$ cat config.mk
export PLATFORM = sky130hd
export DESIGN_NAME = sdc_core
export DESIGN_NICKNAME = d
export VERILOG_FILES = /design/src/include/sdc_pkg.sv /design/src/logic/sdc_core.sv
export VERILOG_INCLUDE_DIRS = /design/src /design/src/include
export SDC_FILE = /design/constraint.sdc
export NUM_CORES = 1
export LEC_CHECK = 0
export ABC_AREA = 1
export BUFFER_PORTS_ARGS = -buffer_cell sky130_fd_sc_hd__buf_2
export CORE_UTILIZATION = 60
export DETAILED_ROUTE_END_ITERATION = 6
export GPL_ROUTABILITY_DRIVEN = 0
export PLACE_DENSITY_LB_ADDON = 0.15
export SKIP_LAST_GASP = 1
export SYNTH_ARGS = -nofsm -noshare
export SYNTH_HDL_FRONTEND = slang
export SYNTH_SLANG_ARGS = --single-unit
$ cat constraint.sdc
create_clock -name i_clk -period 3.4 [get_ports i_clk]
set_input_delay 0.85 -clock i_clk [delete_from_list [all_inputs] [get_ports i_clk]]
set_output_delay 0.85 -clock i_clk [all_outputs]
set_load 0.05 [all_outputs]
$ cat src/include/sdc_map.svh
// Field positions, reset values and timing counts of the synthesizer divider core.
`ifndef SDC_MAP_SVH
`define SDC_MAP_SVH

// ----------------------------------------
// Shift word layout
// ----------------------------------------
`define SDC_SHIFT_W        24
`define SDC_SEL_MSB        1
`define SDC_SEL_LSB        0
`define SDC_CFG_LSB        2
`define SDC_REF_MSB        22
`define SDC_FB_MSB         21
`define SDC_FUNC_MSB       23

// ----------------------------------------
// Latch select codes
// ----------------------------------------
`define SDC_SEL_REF        2'h0
`define SDC_SEL_FB         2'h1
`define SDC_SEL_FUNC       2'h2
`define SDC_SEL_INIT       2'h3

// ----------------------------------------
// Reset values
// ----------------------------------------
`define SDC_REF_RST        21'h000001
`define SDC_FB_RST         20'h00300
`define SDC_FUNC_RST       22'h000000

// ----------------------------------------
// Timing
// ----------------------------------------
`define SDC_CLK_PERIOD_NS  100
`define SDC_LOCK_ERR_NS    15
`define SDC_UNLOCK_ERR_NS  25
`define SDC_MIN1(x)        (((x) < 1) ? 1 : (x))
`define SDC_LOCK_WIN_CYC   `SDC_MIN1((`SDC_LOCK_ERR_NS + `SDC_CLK_PERIOD_NS - 1) / `SDC_CLK_PERIOD_NS)
`define SDC_UNLOCK_CYC     `SDC_MIN1(`SDC_UNLOCK_ERR_NS / `SDC_CLK_PERIOD_NS)
`define SDC_STREAK_COARSE  3'h3
`define SDC_STREAK_FINE    3'h5
`define SDC_PRESC_BASE     7'h08

`endif

$ cat src/include/sdc_pkg.sv
// Types shared by the synthesizer divider core.
package sdc_pkg;

	// ----------------------------------------
	// Configuration latches
	// ----------------------------------------
	typedef struct packed {
		logic        delay_option;
		logic        sync_option;
		logic        lock_precision_sel;
		logic        test_bit_hi;
		logic        test_bit_lo;
		logic [1:0]  backlash_width;
		logic [13:0] ref_div;
	} sdc_ref_cfg_t;

	typedef struct packed {
		logic        gain_select;
		logic [12:0] main_count;
		logic [5:0]  swallow_count;
	} sdc_fb_cfg_t;

	typedef struct packed {
		logic [1:0]  prescaler;
		logic        power_down_ctl_2;
		logic [2:0]  cp_current_2;
		logic [2:0]  cp_current_1;
		logic [3:0]  timer_ctl;
		logic        fastlock_mode;
		logic        fastlock_en;
		logic        cp_three_state;
		logic        power_down_mode_bit;
		logic [2:0]  monitor_sel;
		logic        power_down_ctl_1;
		logic        counter_reset;
	} sdc_func_cfg_t;

	// ----------------------------------------
	// Enumerations
	// ----------------------------------------
	typedef enum logic [1:0] {
		SDC_PFD_IDLE = 2'b00,
		SDC_PFD_UP   = 2'b01,
		SDC_PFD_DN   = 2'b10,
		SDC_PFD_RST  = 2'b11
	} sdc_pfd_state_t;

	typedef enum logic [2:0] {
		SDC_MON_LOW    = 3'b000,
		SDC_MON_LOCK   = 3'b001,
		SDC_MON_FBDIV  = 3'b010,
		SDC_MON_HIGH   = 3'b011,
		SDC_MON_REFDIV = 3'b100,
		SDC_MON_ALOCK  = 3'b101,
		SDC_MON_SDATA  = 3'b110,
		SDC_MON_GND    = 3'b111
	} sdc_mon_sel_t;

	typedef struct packed {
		logic up;
		logic down;
		logic cp_oe;
	} sdc_pump_t;

endpackage

$ cat src/logic/sdc_core.sv
// Digital core of the frequency synthesizer: serial load, dividers, detector, lock detect, monitor.
//
// What this block does
// - Shift one data bit into 24-bit register per serial clock rise, MSB first.
// - Load strobe rising edge copies the shift word into exactly one latch.
// - Two low bits pick latch: 00 reference, 01 feedback, 10 function, 11 init.
// - Prescaler ratio pairs 8/9, 16/17, 32/33, 64/65 from the function latch field.
// - Feedback divides by swallow plus modulus times main count, by pulse swallowing.
// - Main counter is 13-bit binary, values 3 through 8191.
// - Swallow counter is 6-bit binary, values 0 through 63.
// - Reference divider is 14-bit, ratios 1 through 16383, feeding the detector.
// - Combined feedback divider is 19 bits: 6-bit swallow plus 13-bit main.
// - Detector compares both dividers; two reference-latch bits set antibacklash width.
// - Monitor pin driven from source picked by 3-bit function-latch field.
// - Precision clear: lock after three consecutive detector cycles under 15 ns error.
// - Precision set: lock after five consecutive detector cycles under 15 ns error.
// - Lock stays high until a detector cycle shows over 25 ns error, or until power-down clears it.
// - Reference latch: divide 15..2, width 17..16, tests, precision, sync, delay, ignored top.
// - Feedback latch: swallow 7..2, main 20..8, gain select 21, two ignored top bits.
// - Chip enable low powers down and floats pump; high powers up per power-down bit.
`timescale 1ns/1ps
`include "sdc_map.svh"

module sdc_core #(
	parameter int ERR_W = 8
) (
	input  wire logic i_clk,
	input  wire logic i_rst_n,
	input  wire logic i_ser_clk,
	input  wire logic i_ser_data,
	input  wire logic i_load_strobe,
	input  wire logic i_chip_enable,
	input  wire logic i_ref_in,
	input  wire logic i_rf_in,
	output logic      o_pfd_up,
	output logic      o_pfd_down,
	output logic      o_cp_oe,
	output logic      o_cp_gain_sel,
	output logic      o_lock_detect,
	output logic      o_monitor_output
);

	// ----------------------------------------
	// Edge detection
	// ----------------------------------------
	logic ser_clk_q;
	logic load_q;
	logic ref_q;
	logic rf_q;

	always_ff @(posedge i_clk or negedge i_rst_n) begin
		if (!i_rst_n) begin
			ser_clk_q <= 1'b0;
			load_q    <= 1'b0;
			ref_q     <= 1'b0;
			rf_q      <= 1'b0;
		end else begin
			ser_clk_q <= i_ser_clk;
			load_q    <= i_load_strobe;
			ref_q     <= i_ref_in;
			rf_q      <= i_rf_in;
		end
	end

	wire ser_rise  = i_ser_clk & ~ser_clk_q;
	wire load_rise = i_load_strobe & ~load_q;
	wire ref_rise  = i_ref_in & ~ref_q;
	wire rf_rise   = i_rf_in & ~rf_q;

	// ----------------------------------------
	// Serial shift register and latches
	// ----------------------------------------
	logic [`SDC_SHIFT_W-1:0] shreg;
	sdc_pkg::sdc_ref_cfg_t   ref_cfg;
	sdc_pkg::sdc_fb_cfg_t    fb_cfg;
	sdc_pkg::sdc_func_cfg_t  func_cfg;

	function automatic logic sdc_pick(input logic [1:0] sel, input logic [1:0] code);
		sdc_pick = (sel == code);
	endfunction

	wire [1:0] sel     = shreg[`SDC_SEL_MSB:`SDC_SEL_LSB];
	wire       ld_ref  = load_rise & sdc_pick(sel, `SDC_SEL_REF);
	wire       ld_fb   = load_rise & sdc_pick(sel, `SDC_SEL_FB);
	wire       ld_func = load_rise & sdc_pick(sel, `SDC_SEL_FUNC);
	wire       ld_init = load_rise & sdc_pick(sel, `SDC_SEL_INIT);

	always_ff @(posedge i_clk or negedge i_rst_n) begin
		if (!i_rst_n) begin
			shreg <= '0;
		end else if (ser_rise) begin
			shreg <= {shreg[`SDC_SHIFT_W-2:0], i_ser_data};
		end
	end

	// The initialization latch shares the function layout, so it also reprograms the function settings.
	always_ff @(posedge i_clk or negedge i_rst_n) begin
		if (!i_rst_n) begin
			ref_cfg  <= `SDC_REF_RST;
			fb_cfg   <= `SDC_FB_RST;
			func_cfg <= `SDC_FUNC_RST;
		end else begin
			if (ld_ref) begin
				ref_cfg <= shreg[`SDC_REF_MSB:`SDC_CFG_LSB];
			end
			if (ld_fb) begin
				fb_cfg <= shreg[`SDC_FB_MSB:`SDC_CFG_LSB];
			end
			if (ld_func | ld_init) begin
				func_cfg <= shreg[`SDC_FUNC_MSB:`SDC_CFG_LSB];
			end
		end
	end

	// ----------------------------------------
	// Power and counter hold
	// ----------------------------------------
	wire powered  = i_chip_enable & ~func_cfg.power_down_ctl_1;
	wire cnt_hold = ~powered | func_cfg.counter_reset | ld_init;

	// ----------------------------------------
	// Reference divider
	// ----------------------------------------
	logic [13:0] ref_cnt;
	wire  [13:0] ref_div   = (ref_cfg.ref_div == 14'h0000) ? 14'h0001 : ref_cfg.ref_div;
	wire         ref_tc    = ref_rise & (ref_cnt <= 14'h0001);
	wire         ref_pulse = ~cnt_hold & ref_tc;

	always_ff @(posedge i_clk or negedge i_rst_n) begin
		if (!i_rst_n) begin
			ref_cnt <= 14'h0001;
		end else if (cnt_hold) begin
			ref_cnt <= ref_div;
		end else if (ref_rise) begin
			ref_cnt <= ref_tc ? ref_div : ref_cnt - 14'h0001;
		end
	end

	// ----------------------------------------
	// Prescaler with swallow and main counters
	// ----------------------------------------
	logic [6:0]  presc_cnt;
	logic [5:0]  swal_rem;
	logic [12:0] main_rem;

	wire [6:0] pmod        = `SDC_PRESC_BASE << func_cfg.prescaler;
	wire [6:0] plim        = (swal_rem != 6'h00) ? pmod : pmod - 7'h01;
	wire       presc_pulse = rf_rise & (presc_cnt >= plim);
	wire       fb_tc       = presc_pulse & (main_rem <= 13'h0001);
	wire       fb_pulse    = ~cnt_hold & fb_tc;

	always_ff @(posedge i_clk or negedge i_rst_n) begin
		if (!i_rst_n) begin
			presc_cnt <= 7'h00;
		end else if (cnt_hold | presc_pulse) begin
			presc_cnt <= 7'h00;
		end else if (rf_rise) begin
			presc_cnt <= presc_cnt + 7'h01;
		end
	end

	always_ff @(posedge i_clk or negedge i_rst_n) begin
		if (!i_rst_n) begin
			swal_rem <= 6'h00;
			main_rem <= 13'h0003;
		end else if (cnt_hold | fb_tc) begin
			swal_rem <= fb_cfg.swallow_count;
			main_rem <= fb_cfg.main_count;
		end else if (presc_pulse) begin
			main_rem <= main_rem - 13'h0001;
			if (swal_rem != 6'h00) begin
				swal_rem <= swal_rem - 6'h01;
			end
		end
	end

	// ----------------------------------------
	// Phase-frequency detector
	// ----------------------------------------
	sdc_pkg::sdc_pfd_state_t state;
	sdc_pkg::sdc_pfd_state_t next_state;
	logic [ERR_W-1:0]        err_cnt;
	logic [2:0]              abp_cnt;

	wire abp_done = (abp_cnt >= {1'b0, ref_cfg.backlash_width});

	always_comb begin
		next_state = state;
		case (state)
			sdc_pkg::SDC_PFD_IDLE: begin
				if (ref_pulse & fb_pulse) begin
					next_state = sdc_pkg::SDC_PFD_RST;
				end else if (ref_pulse) begin
					next_state = sdc_pkg::SDC_PFD_UP;
				end else if (fb_pulse) begin
					next_state = sdc_pkg::SDC_PFD_DN;
				end
			end
			sdc_pkg::SDC_PFD_UP: begin
				if (fb_pulse) begin
					next_state = sdc_pkg::SDC_PFD_RST;
				end
			end
			sdc_pkg::SDC_PFD_DN: begin
				if (ref_pulse) begin
					next_state = sdc_pkg::SDC_PFD_RST;
				end
			end
			sdc_pkg::SDC_PFD_RST: begin
				if (abp_done) begin
					next_state = sdc_pkg::SDC_PFD_IDLE;
				end
			end
			default: begin
				next_state = sdc_pkg::SDC_PFD_IDLE;
			end
		endcase
		if (!powered) begin
			next_state = sdc_pkg::SDC_PFD_IDLE;
		end
	end

	// Error is counted in whole clock periods, so detector resolution is one period.
	wire cyc_done = powered & (next_state == sdc_pkg::SDC_PFD_RST) & (state != sdc_pkg::SDC_PFD_RST);
	wire [ERR_W-1:0] meas = (state == sdc_pkg::SDC_PFD_IDLE) ? '0 : err_cnt;
	wire err_small = (meas < ERR_W'(`SDC_LOCK_WIN_CYC));
	wire err_large = (meas >= ERR_W'(`SDC_UNLOCK_CYC));

	always_ff @(posedge i_clk or negedge i_rst_n) begin
		if (!i_rst_n) begin
			state   <= sdc_pkg::SDC_PFD_IDLE;
			err_cnt <= '0;
			abp_cnt <= 3'h0;
		end else begin
			state   <= next_state;
			err_cnt <= (next_state == sdc_pkg::SDC_PFD_UP || next_state == sdc_pkg::SDC_PFD_DN) ?
				(err_cnt + ((&err_cnt) ? ERR_W'(0) : ERR_W'(1))) : '0;
			abp_cnt <= (next_state == sdc_pkg::SDC_PFD_RST && state == sdc_pkg::SDC_PFD_RST) ?
				abp_cnt + 3'h1 : 3'h0;
		end
	end

	// ----------------------------------------
	// Digital lock detect
	// ----------------------------------------
	logic [2:0] streak;
	logic       lock;
	wire  [2:0] need = ref_cfg.lock_precision_sel ? `SDC_STREAK_FINE : `SDC_STREAK_COARSE;

	always_ff @(posedge i_clk or negedge i_rst_n) begin
		if (!i_rst_n) begin
			streak <= 3'h0;
			lock   <= 1'b0;
		end else if (!powered) begin
			streak <= 3'h0;
			lock   <= 1'b0;
		end else if (cyc_done) begin
			if (lock) begin
				if (err_large) begin
					lock   <= 1'b0;
					streak <= 3'h0;
				end
			end else if (err_small) begin
				streak <= streak + 3'h1;
				lock   <= (streak + 3'h1 >= need);
			end else begin
				streak <= 3'h0;
			end
		end
	end

	// ----------------------------------------
	// Outputs
	// ----------------------------------------
	sdc_pkg::sdc_pump_t pump;
	wire sdc_pkg::sdc_mon_sel_t msel = sdc_pkg::sdc_mon_sel_t'(func_cfg.monitor_sel);
	logic mon_src;

	always_comb begin
		case (msel)
			sdc_pkg::SDC_MON_LOCK:   mon_src = lock;
			sdc_pkg::SDC_MON_FBDIV:  mon_src = fb_pulse;
			sdc_pkg::SDC_MON_HIGH:   mon_src = 1'b1;
			sdc_pkg::SDC_MON_REFDIV: mon_src = ref_pulse;
			sdc_pkg::SDC_MON_ALOCK:  mon_src = ~(state[0] ^ state[1]);
			sdc_pkg::SDC_MON_SDATA:  mon_src = shreg[`SDC_SHIFT_W-1];
			default:                 mon_src = 1'b0;
		endcase
	end

	always_ff @(posedge i_clk or negedge i_rst_n) begin
		if (!i_rst_n) begin
			pump             <= '0;
			o_monitor_output <= 1'b0;
			o_lock_detect    <= 1'b0;
			o_cp_gain_sel    <= 1'b0;
		end else begin
			pump.up          <= next_state[0];
			pump.down        <= next_state[1];
			pump.cp_oe       <= powered & ~func_cfg.cp_three_state;
			o_monitor_output <= mon_src;
			o_lock_detect    <= lock;
			o_cp_gain_sel    <= fb_cfg.gain_select;
		end
	end

	assign o_pfd_up   = pump.up;
	assign o_pfd_down = pump.down;
	assign o_cp_oe    = pump.cp_oe;

endmodule

Word-level counts from Yosys, hierarchy flattened
Cells that the tools add are included.
- flip-flop bits (word level): 136
- bits of input ports: 8
- output and inout port bits: 6
- logic and storage cells: 147
- add/sub/neg operators: 8
- $lt $le $gt $ge: 7
- equal/unequal tests: 18
- shift-type cells: 1
- multiplexer cells: 36
- bitwise operators: 33
- reduce and logical (&&, ||, !) cells: 13
- operators by type and width (operator ; count):
    14-bit two-way mux ; 4
    13-bit two-way mux ; 2
    3-bit two-way mux ; 7
    7-bit two-way mux ; 3
    1-bit bitwise AND ; 18
    6-bit two-way mux ; 3
    8-bit two-way mux ; 2
    14-bit by 1-bit less-or-equal comparator with 1-bit output, second input constant ; 1
    14-bit logical NOT ; 1
    2-bit two-way mux ; 7
    14-bit by 1-bit subtractor with 14-bit output, second input constant ; 1
    13-bit by 1-bit less-or-equal comparator with 1-bit output, second input constant ; 1
    13-bit by 1-bit subtractor with 13-bit output, second input constant ; 1
    2-bit equality test, second input constant ; 6
    3-bit equality test, second input constant ; 3
    1-bit inverter ; 9
    8-bit by 1-bit adder with 8-bit output ; 1
    8-bit by 1-bit >= comparator with 1-bit output, second input constant ; 1
    8-bit by 1-bit less-than comparator with 1-bit output, second input constant ; 1
    2-bit one-hot mux with 4 select lines ; 1
    8-bit AND reduction ; 1
    2-bit nonzero test ; 4
    7-bit by 1-bit adder with 7-bit output, second input constant ; 1
    7-bit >= comparator ; 1
    other kinds (21) ; 36

Longest topological paths before layout
Gate-level depths: netlist (run 1).
- depth after elaboration: 17
- gate-level depth with buffers: 23
- gate-level depth less buffers: 23

Worst setup path before layout (run 1)
No wires, ideal clock.
- path type: register -> register
- start: register swal_rem[0]
- end: register err_cnt[7]
- library setup time: 0.086 ns
- arrival time: 2.809 ns
- required time: 3.314 ns
- setup slack: 0.505 ns
- stages on the path, launching flop included: 20
- path buffers: 0
- period minus slack after synthesis: 2.895 ns
- cell sequence: dfrtp_1 inv_1 ha_1 nand2_1 nor3_1 inv_1 nand2_1 inv_1 nor3_1 inv_1 ha_1 nand2_1 o21a_1 nand2_1 nand4_1 a21oi_1 nor2_1 ha_1 inv_1 nor3_1
- longest elaborated chain between the ends: 14
- elaborated cells on any way between the ends: 17
- classes of those cells: 1 x order compare; 2 x eq/ne; 8 x mux; 4 x bitwise; 2 x reduce/logical
- ends and longest elaborated chain (element ; RTL line ; text):
    from (decl) ; sdc_core.sv:143 ; logic [5:0] swal_rem;
    from (signal assigned) ; sdc_core.sv:167 ; swal_rem <= fb_cfg.swallow_count;
    from (signal assigned) ; sdc_core.sv:172 ; swal_rem <= swal_rem - 6'h01;
    6-bit nonzero test * ; sdc_core.sv:147 ; wire [6:0] plim = (swal_rem != 6'h00) ? pmod : pmod - 7'h01;
    7-bit two-way mux * ; sdc_core.sv:147 ;
    7-bit >= comparator * ; sdc_core.sv:148 ; wire presc_pulse = rf_rise & (presc_cnt >= plim);
    1-bit bitwise AND * ; sdc_core.sv:148 ;
    1-bit bitwise AND * ; sdc_core.sv:149 ; wire fb_tc = presc_pulse & (main_rem <= 13'h0001);
    1-bit bitwise AND * ; sdc_core.sv:150 ; wire fb_pulse = ~cnt_hold & fb_tc;
    2-bit two-way mux ; sdc_core.sv:195 ; end else if (fb_pulse) begin
    2-bit two-way mux ; sdc_core.sv:193 ; end else if (ref_pulse) begin
    2-bit two-way mux ; sdc_core.sv:191 ; if (ref_pulse & fb_pulse) begin
    2-bit one-hot mux with 4 select lines * ; sdc_core.sv:189 ; case (state)
    2-bit two-way mux * ; sdc_core.sv:218 ; if (!powered) begin
    named net next_state[0] ; sdc_core.sv:181 ; sdc_pkg::sdc_pfd_state_t next_state;
    2-bit by 1-bit equality test with 1-bit output or 2-bit equality test (tied branches) ; sdc_core.sv:236 ; err_cnt <= (next_state == sdc_pkg::SDC_PFD_UP || next_state == sdc_pkg::SDC_PFD_DN) ?
    1-bit logical OR * ; sdc_core.sv:236 ;
    8-bit two-way mux * ; sdc_core.sv:236 ;
    to (signal assigned) ; sdc_core.sv:236 ;
    to (decl) ; sdc_core.sv:182 ; logic [ERR_W-1:0] err_cnt;
The timed path passes the listed nets; every way through them passes the cells marked *.
A chain may end at the register's enable or synchronous reset.

Worst setup path after layout (run 1)
- start: register swal_rem[1]
- end: register lock
- longest elaborated chain between the ends: 15
- elaborated cells on any way between the ends: 17
- classes of those cells: 1 x order compare; 2 x eq/ne; 7 x mux; 6 x bitwise; 1 x reduce/logical
- ends and longest elaborated chain (element ; RTL line ; text):
    6-bit nonzero test * ; sdc_core.sv:147 ;
    7-bit two-way mux * ; sdc_core.sv:147 ;
    7-bit >= comparator * ; sdc_core.sv:148 ;
    1-bit bitwise AND * ; sdc_core.sv:148 ;
    1-bit bitwise AND * ; sdc_core.sv:149 ;
    1-bit bitwise AND * ; sdc_core.sv:150 ;
    2-bit two-way mux ; sdc_core.sv:195 ;
    2-bit two-way mux ; sdc_core.sv:193 ;
    2-bit two-way mux ; sdc_core.sv:191 ;
    2-bit one-hot mux with 4 select lines * ; sdc_core.sv:189 ;
    2-bit two-way mux * ; sdc_core.sv:218 ;
    named net next_state[1] ; sdc_core.sv:181 ;
    2-bit equality test * ; sdc_core.sv:224 ; wire cyc_done = powered & (next_state == sdc_pkg::SDC_PFD_RST) & (state != sdc_pkg::SDC_PFD_RST);
    1-bit bitwise AND * (2 in series) ; sdc_core.sv:224 ;
    2-bit by 1-bit != test with 1-bit output (no source line) * ; n/a ;
    to (signal assigned) ; sdc_core.sv:265 ; lock <= (streak + 3'h1 >= need);
    to (decl) ; sdc_core.sv:247 ; logic lock;
Marked as above.

==> results.tsv, run 1 <==
metric	value	unit
first_pass_iters	5	
finalCritPeriodShare	0.9359	
die_h	108.6	microns
ys_warn_count	0	
clockPowerShare	0.296	
syn_to_final_growth	12.82	%
setup_violations	0	
place_hpwl	9.725	mm
swShare	0.3718	
worst_pin_slew	702.2	ps
drt-initial-drc-count	381	
cts_buffers	17	
netlist_area	0.006813	sq mm
synthesis.instances	806	
crit_type	flip-flop to flip-flop	
avgRoutedWirePerCell	14.65	microns
power.total	6.040	mW
cts.path.max_buffers	2	
crit_fanout	4	
worst_ep_required_time	3730	ps
ir_worst_vdd	0.0005571	V
synth_seq_cells	134	
p_leak	3.635	nW
drv_cap	0	
diodes	0	
grt_pass1_vias	5326	
max_freq	0.3143	GHz
period_needed	3182	ps
wl	14.43	mm
power_density	785.8	mW/mm^2
outcome	complete, no violations	
yosysTopAreaCell	dfrtp_1	
fin_util	0.7029	
hp-start	fb_cfg[19]	
viasPerCell	5.489	
p_int	3.794	mW
min_path_cells	0	
ant_nets	0	
avgSynthCellArea	8.453	sq um
drc	0	
antenna_found_initial	0	
start_util	0.6230	
skew	10.88	ps
synth-seq-area-share	0.4933	
power_frac_comb	0.329	
max_stage_delay	410	ps
grt_overflow_total	0	
r2r_start	swal_rem[1]	
cp-start-kind	flip-flop	
ff2ff_path_depth	21	
path_delay_family	simple AND/OR/NAND/NOR gates	
clkTransAtPathRegs	60	ps
post-place-ws	-106.0	ps
cts_max_level	4	
slew_violations	0	
reg2reg_to	lock	
num_vias	5407	
dp.cells	944	
hold_violations	0	
cts-root-buf	clkbuf_16	
synth_cell_types	47	
setup_slack	218.1	ps
p_switching	2.246	mW
synth_top_area_share	0.4702	
core	0.01094	sq mm
portBuffers	13	
fp.dieW	108.6	microns
synth_nets	838	
nets	864	
cp_cell_sequence	inv_2 > ha_4 > nand2_2 > nor3_4 > inv_2 > nand2_1 > inv_2 > nor3_2 > inv_1 > ha_1 > nand2_1 > nor2_1 > nand2_1 > nand2_2 > nand4_1 > a31oi_2 > ha_2 > nand2_1 > nand2_2 > a21oi_1 > a211oi_1	
relSlewSlack	0.5318	
synthTopCellsByArea	dfrtp_1, nand2_1, o21ai_0	
regToRegSetupSlack	220	ps
pwr-share-seq	0.375	
rows	38	
hold_path_end	o_cp_gain_sel	
fillCellCount	844	
layoutNonFillerInstCount	985	
crit_cells	21	
clk_latency	430	ps
io_pins	14	
grt_usage	0.2694	
crit_path_frequent_cell	nand2_1	
drive_gt1_frac	0.1302	
end_kind	flip-flop	
worst_path_max_delay_cell	dfrtp_1	
grt_pass1_wl	24.36	mm
dieArea	0.01179	sq mm
cp.arrival	3510	ps
clock_sinks	134	
cts_tree	yes	
crit_buf_inv	4	
hp-class	flip-flop to flip-flop	
grt_max_degree	79	
==> placed cells by master (no fill, tap or decap), types with 3 or more instances in the layout <==
master / instances
clkinv_2: 4
inv_1: 95
inv_2: 7
clkbuf_16: 17
nor3_1: 10
a21oi_1: 25
xor2_1: 20
o22ai_1: 5
clkinvlp_4: 3
dfstp_2: 6
buf_2: 12
nand2_1: 191
o21ai_0: 87
ha_1: 22
a211oi_1: 3
o21ai_1: 24
o211ai_1: 6
nor4_1: 5
clkinv_4: 3
o21ai_2: 3
nand2_2: 8
nand3_1: 41
xnor2_1: 8
buf_4: 19
dfrtp_1: 128
nand4_1: 8
nor2_1: 46
==> cell usage after synthesis (all sizes together) <==
master,number
o211ai,6
o21bai,2
o31ai,1
ha,24
nor3,14
o21a,1
nand3b,2
xnor2,8
nor4,5
a21oi,28
or3,1
o21ai,115
buf,15
or2,1
a31oi,1
nor2,51
nand4,9
nand3,44
o22ai,5
nand2,201
clkinv,1
dfstp,6
a211oi,3
and3,1
mux2i,1
inv,102
xor2,20
clkbuf,10
dfrtp,128
==> logic make-up (layout without fill, tap and decap cells) <==
| kind of cell | count (synthesis) | after routing | share of synthesized area |
|---|---|---|---|
| DFF | 134 | 134 | 0.4933 |
| AOI/OAI and AO/OA | 162 | 162 | 0.1304 |
| adders and majority gates | 24 | 24 | 0.04408 |
| xor gates and xnor gates | 28 | 28 | 0.03600 |
| and+or+nand+nor | 329 | 329 | 0.2149 |
| muxes | 1 | 1 | 0.001469 |
| buffers and inverters | 128 | 167 | 0.07989 |
==> power by group through the flow <==
stage / combinational (mW) / sequential, mW / clock, mW
final: 1.99 / 2.26 / 1.79
after global routing: 2.25 / 2.31 / 1.88
after CTS: 1.92 / 2.25 / 1.81
after detailed placement: 1.85 / 2.27 / 0
after global placement: 1.78 / 2.25 / 0
after floorplan: 1.47 / 2.24 / 0
==> worst max-delay path by stage <==
| stage | to | from |
|---|---|---|
| floorplan | err_cnt[7] | swal_rem[0] |
| global placement | err_cnt[6] | swal_rem[0] |
| detailed placement | streak[1] | swal_rem[0] |
| CTS | streak[1] | swal_rem[0] |
| global route | lock | swal_rem[3] |
| finish | lock | swal_rem[1] |
==> state kept, by name, indices dropped and copies added, names as in the netlist, 3 cells and up <==
signal,count
abp_cnt,3
err_cnt,8
fb_cfg,20
func_cfg,5
main_rem,13
msel,3
presc_cnt,7
ref_cfg,17
ref_cnt,14
shreg,24
streak,3
swal_rem,6
==> final cells by class <==
cell class	count	area (sq um)	area share
multi-input combinational	544	2969	0.3863
clock inverter	12	128.9	0.01677
clock buffer	20	446.7	0.05811
sequential	134	3361	0.4372
tap	140	175.2	0.02279
timing repair buffer	32	214.0	0.02784
inverter	103	391.6	0.05095
==> per-layer routing <==
| metal | share of wire | global-route usage | vias to the layer above |
|---|---|---|---|
| met4 | 0.017 | 0.1178 | 0 |
| met3 | 0.033 | 0.05244 | 26 |
| met5 | 0 | 0 | - |
| met2 | 0.48 | 0.4399 | 111 |
| met1 | 0.47 | 0.3494 | 2610 |
| li1 | - | - | 2660 |
==> through the flow <==
stage	TNS (ps)	cell area (sq um)	hold slack, ps
2_1_floorplan	0	6813	354.0
4_1_cts	0	7596	402.2
3_5_place_dp	-652.6	6982	387.4
3_3_place_gp	0	6982	383.9
5_1_grt	-40.04	7686	417.9
6_report	0	7686	394.3
==> timing repair <==
item	4_1_cts	5_1_grt
gates resized for setup	8	13
setup buffers	3	6
pin swaps	4	8
hold buffers	0	0
gates cloned	0	0
setup endpoints to repair	10	15
(Power assumes the default switching activity.)
==> run 2: changes to the inputs <==
==> constraint.sdc (replaced) <==
create_clock -name i_clk -period 3.9 [get_ports i_clk]
set_input_delay 0.975 -clock i_clk [delete_from_list [all_inputs] [get_ports i_clk]]
set_output_delay 0.975 -clock i_clk [all_outputs]
set_load 0.05 [all_outputs]
==> run 2 against run 1 <==
Worst hold slack got worse by 9.9 ps. Clock skew decreased by 4.2 ps. First-iteration DRC count increased by 39%. Power decreased by 11%. Setup slack improved by 280 ps. Final cell count decreased by 1.5%. Flip-flop and latch count unchanged. Critical endpoint is now streak[0].
==> results.tsv, run 2 (same netlist as run 1, synthesis figures left out) <==
metric	value	unit	change
drive_gt1_frac	0.09759		-0.03259
rows	38		unchanged
clkTransAtPathRegs	60	ps	about the same
fillCellCount	842		-0.24%
reg_top3	shreg: 24 flops, fb_cfg: 20 flops, ref_cfg: 17 flops		
clock_sinks	134		unchanged
core	0.01094	sq mm	unchanged
ir_worst_vdd	0.0004154	V	-25%
portBuffers	13		unchanged
cp.arrival	3740	ps	+230 ps
power_frac_comb	0.305		-0.024
cts-root-buf	clkbuf_16		
worst_path_max_delay_cell	dfrtp_1		
p_switching	1.929	mW	-14%
ant_nets	0		unchanged
die_h	108.6	microns	unchanged
start_util	0.6230		unchanged
nets	849		-1.7%
setup_violations	0		unchanged
drv_cap	0		unchanged
cts.path.max_buffers	2		unchanged
pwr-share-seq	0.366		-0.009
grt_max_degree	124		+57%
finalCritPeriodShare	0.8713		-0.06461
clk_latency	430	ps	about the same
end_kind	flip-flop		
swShare	0.3600		-0.01184
timing.setup.tns	0	ps	unchanged
hp-class	flip-flop to flip-flop		
cp-start-kind	flip-flop		
first_pass_iters	5		unchanged
rsz0062_at_grt	false		
grt_overflow_total	0		unchanged
viasPerCell	5.485		about the same
grt_pass1_vias	5177		-2.8%
dieArea	0.01179	sq mm	unchanged
top_register	shreg		
crit_buf_inv	4		unchanged
relSlewSlack	0.2742		-0.2576
crit_path_frequent_cell	nand2_1		
slew_violations	0		unchanged
skew	6.731	ps	-4.151 ps
p_leak	3.602	nW	-0.93%
cts_tree	yes		
crit_type	flip-flop to flip-flop		
drt-initial-drc-count	528		+39%
grt_usage	0.2703		+0.0008883
antenna_found_initial	0		unchanged
io_pins	14		unchanged
period_needed	3398	ps	+216.0 ps
cts_hold_buf	0		unchanged
cts_buffers	17		unchanged
p_int	3.430	mW	-9.6%
fp.dieW	108.6	microns	unchanged
mostFrequentLayoutCells	nand2_1, dfrtp_1, inv_1, o21ai_0, nor2_1		
max_stage_delay	380	ps	-30 ps
regArea	0.003361	sq mm	unchanged
diodes	0		unchanged
cts_max_level	4		unchanged
avgRoutedWirePerCell	14.61	microns	-0.28%
power_density	705.8	mW/mm^2	-10%
syn_to_final_growth	11.46	%	
dp.cells	938		-0.64%
outcome	complete, no violations		
final_common_cell	nand2_1		
fin_util	0.6944		-0.008466
place_hpwl	9.427	mm	-3.1%
path_delay_family	simple AND/OR/NAND/NOR gates		
largest_register_ffs	24		unchanged
grt_pass1_wl	24.19	mm	-0.71%
drc	0		unchanged
multi_input_comb_area	0.002913	sq mm	-1.9%
worst_pin_slew	1089	ps	+386.4 ps
hold_violations	0		unchanged
crit_fanout	6		+2
clockPowerShare	0.329		+0.033
cp_cell_sequence	inv_1 > ha_1 > nand2_1 > nor3_2 > inv_1 > nand2_1 > inv_1 > nor3_1 > inv_1 > ha_1 > nand2_1 > o21a_1 > nand2_1 > nand4_1 > a31oi_1 > ha_1 > nand2_1 > nand2_1 > nand3_1 > o21ai_0		
wl	14.17	mm	-1.8%
layoutNonFillerInstCount	970		-1.5%
num_vias	5320		-1.6%
max_freq	0.2943	GHz	-6.4%
worst_ep_required_time	4240	ps	+510 ps
run 2: changes by cell type in the layout (fill, tap and decap cells not counted), sizes merged:
cell,delta
buf,-15
bufinv,+3
clkbuf,-2
clkinv,-1
clkinvlp,-1
inv,+1
run 2: layer usage:
metal	wire length (microns)	up-vias	track usage
li1	-	2634	-
met3	695	21	0.06751
met1	6499	2539	0.3586
met5	0	-	0
met4	193	0	0.09846
met2	6785	126	0.4308
run 2: power groups by stage:
stage | Clock, mW | Combinational [mW] | Sequential, mW
finish | 1.76 | 1.63 | 1.96
global route | 1.85 | 1.86 | 2.00
CTS | 1.78 | 1.63 | 1.96
detailed placement | 0 | 1.60 | 1.97
global placement | 0 | 1.54 | 1.96
floorplan | 0 | 1.28 | 1.95
run 2: worst paths after layout:
path	startpoint	to	slack [ps]	cells after the start
max	swal_rem[0]	streak[0]	500	20
min	fb_cfg[19]	o_cp_gain_sel	380	0
max reg2reg	swal_rem[0]	streak[0]	500	20
min reg2reg	fb_cfg[19]	o_cp_gain_sel	380	0
max in group asynchronous	i_rst_n	main_rem[11]	2350	2
min in group asynchronous	i_rst_n	main_rem[6]	720	1
run 2: worst reg2reg max path, stage by stage (launching register included):
cell,delay (ps)
dfrtp_1,380
inv_1,110
ha_1,210
nand2_1,120
nor3_2,170
inv_1,130
nand2_1,80
inv_1,80
nor3_1,140
inv_1,70
ha_1,270
nand2_1,60
o21a_1,180
nand2_1,150
nand4_1,210
a31oi_1,250
ha_1,200
nand2_1,80
nand2_1,110
nand3_1,120
o21ai_0,200
run 2: area by class of cell:
type                            instances  area share
Clock inverter                         14     0.02933
Clock buffer                           18     0.05652
Sequential cell                       134      0.4426
Timing Repair Buffer                   17     0.01335
Tap cell                              140     0.02307
Inverter                              103     0.05157
Multi-Input combinational cell        544      0.3836
run 2: repair_timing:
item                       in CTS  in global routing
buffers inserted                0                  0
resized for setup               0                  1
setup endpoints to repair       0                  2
run 2: metrics by stage:
stage | instance area [sq um] | power, mW | setup WS, ps | hold slack [ps]
5_1_grt | 7594 | 5.703 | 121.4 | 392.6
3_3_place_gp | 6937 | 3.501 | 748.6 | 361.9
2_1_floorplan | 6813 | 3.234 | 1005 | 354.0
3_5_place_dp | 6937 | 3.570 | 472.9 | 369.6
4_1_cts | 7589 | 5.369 | 418.0 | 382.5
6_report | 7594 | 5.360 | 502.1 | 384.4
==> run 3: changes to the inputs <==
--- a/config.mk
+++ b/config.mk
@@ -8,7 +8,8 @@
 export LEC_CHECK = 0
 export ABC_AREA = 1
 export BUFFER_PORTS_ARGS = -buffer_cell sky130_fd_sc_hd__buf_2
-export CORE_UTILIZATION = 60
+export CORE_MARGIN = 1
+export CORE_UTILIZATION = 45
 export DETAILED_ROUTE_END_ITERATION = 6
 export GPL_ROUTABILITY_DRIVEN = 0
 export PLACE_DENSITY_LB_ADDON = 0.15
==> run 3 against run 2 <==
The flow now finishes with violations (DRC). Final cell count is 4.7% higher. Global-route usage is 7.3 points lower. Clock skew is 3.6 ps higher. Die area is 33% higher. Sequential power hardly changed. First-iteration DRC count is 20% lower. Cell area is 0.99% higher. Utilization is 17 points lower. Via count is 2.3% lower. Power is 0.18% lower. Count of clock-buffer cells in the layout is 1 higher. Critical path type unchanged. Largest cell class unchanged. Highest routed layer unchanged.
==> results.tsv, run 3 (same netlist as run 1, synthesis figures left out) <==
metric	value	unit	change
antenna_found_initial	0		unchanged
cts_buffers	17		unchanged
cts_setup_buffers	0		unchanged
place_hpwl	9.824	mm	+4.2%
cts_resized	0		unchanged
power_density	697.7	mW/mm^2	-1.2%
clkTransAtPathRegs	60	ps	about the same
syn_to_final_growth	12.56	%	
drive_gt1_frac	0.09976		+0.002169
largest_register_ffs	24		unchanged
rsz0062_at_grt	false		
setup_slack	463.3	ps	-38.83 ps
dp.cells	985		+5.0%
end_kind	flip-flop		
worst_path_max_delay_cell	dfrtp_1		
relSlewSlack	0.3377		+0.06347
max_stage_delay	380	ps	about the same
portBuffers	13		unchanged
cts_hold_buf	0		unchanged
setup_violations	0		unchanged
drv_cap	0		unchanged
reg_top3	shreg: 24 flops, fb_cfg: 20 flops, ref_cfg: 17 flops		
fp.dieW	125.0	microns	+15%
clockPowerShare	0.332		+0.003
cp-start-kind	flip-flop		
outcome	complete, but fails checks		
power.total	5.350	mW	-0.18%
cp.arrival	3770	ps	+30 ps
die_h	125.0	microns	+15%
finalCritPeriodShare	0.8812		+0.009956
worst_ep_required_time	4240	ps	about the same
crit_type	flip-flop to flip-flop		
avgRoutedWirePerCell	13.93	microns	-4.6%
core	0.01464	sq mm	+34%
slew_violations	0		unchanged
cts_max_level	4		unchanged
cp_cell_sequence	inv_1 > ha_1 > nand2_1 > nor3_1 > inv_1 > nand2_1 > inv_1 > nor3_1 > inv_1 > ha_1 > nand2_1 > o21a_1 > nand2_1 > nand4_1 > a31oi_1 > ha_1 > nand2_1 > nand2_1 > nand3_1 > o21ai_0		
timing.setup.tns	0	ps	unchanged
final_area	0.007669	sq mm	+0.99%
dieArea	0.01564	sq mm	+33%
mostFrequentLayoutCells	nand2_1, dfrtp_1, inv_1, o21ai_0, nor2_1		
final_common_cell	nand2_1		
drt-initial-drc-count	424		-20%
hold_violations	0		unchanged
crit_path_frequent_cell	nand2_1		
io_pins	14		unchanged
fillCellCount	1372		+63%
ir_worst_vdd	0.0003790	V	-8.8%
p_int	3.455	mW	+0.71%
grt_pass1_vias	5039		-2.7%
nets	852		+0.35%
drc	2		+2
cts.path.max_buffers	2		unchanged
grt_usage	0.1971		-0.07322
max_freq	0.2910	GHz	-1.1%
cts-root-buf	clkbuf_16		
regToRegSetupSlack	460	ps	-40 ps
cts_tree	yes		
post-place-ws	492.8	ps	+19.87 ps
worst_pin_slew	990.7	ps	-97.97 ps
layoutNonFillerInstCount	1016		+4.7%
first_pass_iters	7		+2
clk_latency	430	ps	about the same
grt_max_degree	74		-40%
period_needed	3437	ps	+38.83 ps
num_vias	5197		-2.3%
grt_pass1_wl	24.36	mm	+0.69%
crit_fanout	6		unchanged
top_register	shreg		
place_area	0.007014	sq mm	+1.1%
hp-class	flip-flop to flip-flop		
skew	10.35	ps	+3.618 ps
violations	DRC		
clock_sinks	134		unchanged
grt_overflow_total	0		unchanged
power_frac_comb	0.303		-0.002
diodes	0		unchanged
viasPerCell	5.115		-6.7%
pwr-share-seq	0.366		about the same
p_leak	3.617	nW	+0.42%
p_switching	1.895	mW	-1.8%
swShare	0.3543		-0.005700
wl	14.16	mm	-0.11%
rows	44		+16%
ant_nets	0		unchanged
start_util	0.4652		-0.1578
==> run 3: critical path: cells and delay by family (launching register included) <==
kind,cells,cell delay [ps]
AND/OR/NAND/NOR,10,1250
adder cells (fa/ha/maj),3,690
AO/OA/AOI/OAI,3,650
flip-flops,1,380
buffers and inverters,4,370
==> run 3: final cells by class <==
class / instances / area, sq um / share of cell area
Timing Repair Buffer: 20 / 123.9 / 0.01615
Tap cell: 184 / 230.2 / 0.03002
Clock buffer: 19 / 452.9 / 0.05906
Inverter: 103 / 391.6 / 0.05107
Clock inverter: 12 / 201.4 / 0.02627
Sequential cell: 134 / 3361 / 0.4382
Multi-Input combinational cell: 544 / 2908 / 0.3792
==> run 3: final timing paths <==
kind	startpoint	end	depth (start not counted)
worst max-delay path	swal_rem[0]	streak[1]	20
worst max register to register	swal_rem[0]	streak[1]	20
max in group asynchronous	i_rst_n	ref_cnt[0]	2
min in group asynchronous	i_rst_n	main_rem[4]	1
worst min register to register	fb_cfg[19]	o_cp_gain_sel	0
worst min-delay path	fb_cfg[19]	o_cp_gain_sel	0
==> run 3: power by group through the flow <==
stage | logic [mW] | registers [mW] | clock network [mW]
floorplan | 1.28 | 1.95 | 0
global placement | 1.56 | 1.96 | 0
detailed placement | 1.61 | 1.97 | 0
CTS | 1.62 | 1.96 | 1.81
global route | 1.85 | 2.00 | 1.87
finish | 1.62 | 1.96 | 1.78
==> run 3: routing by layer <==
layer	part of all wire	vias up	GRT usage	routed length, microns
li1	-	2659	-	-
met1	0.50	2409	0.2698	7066
met2	0.45	102	0.3040	6359
met3	0.035	27	0.04450	497
met4	0.016	0	0.07963	233
met5	0	-	0	0
==> run 3: stage by stage <==
step	hold slack (ps)	util
6_report	389.1	0.5237
5_1_grt	412.4	0.5237
4_1_cts	389.8	0.5237
3_5_place_dp	366.7	0.4790
3_3_place_gp	362.2	0.4790
2_1_floorplan	354.0	-
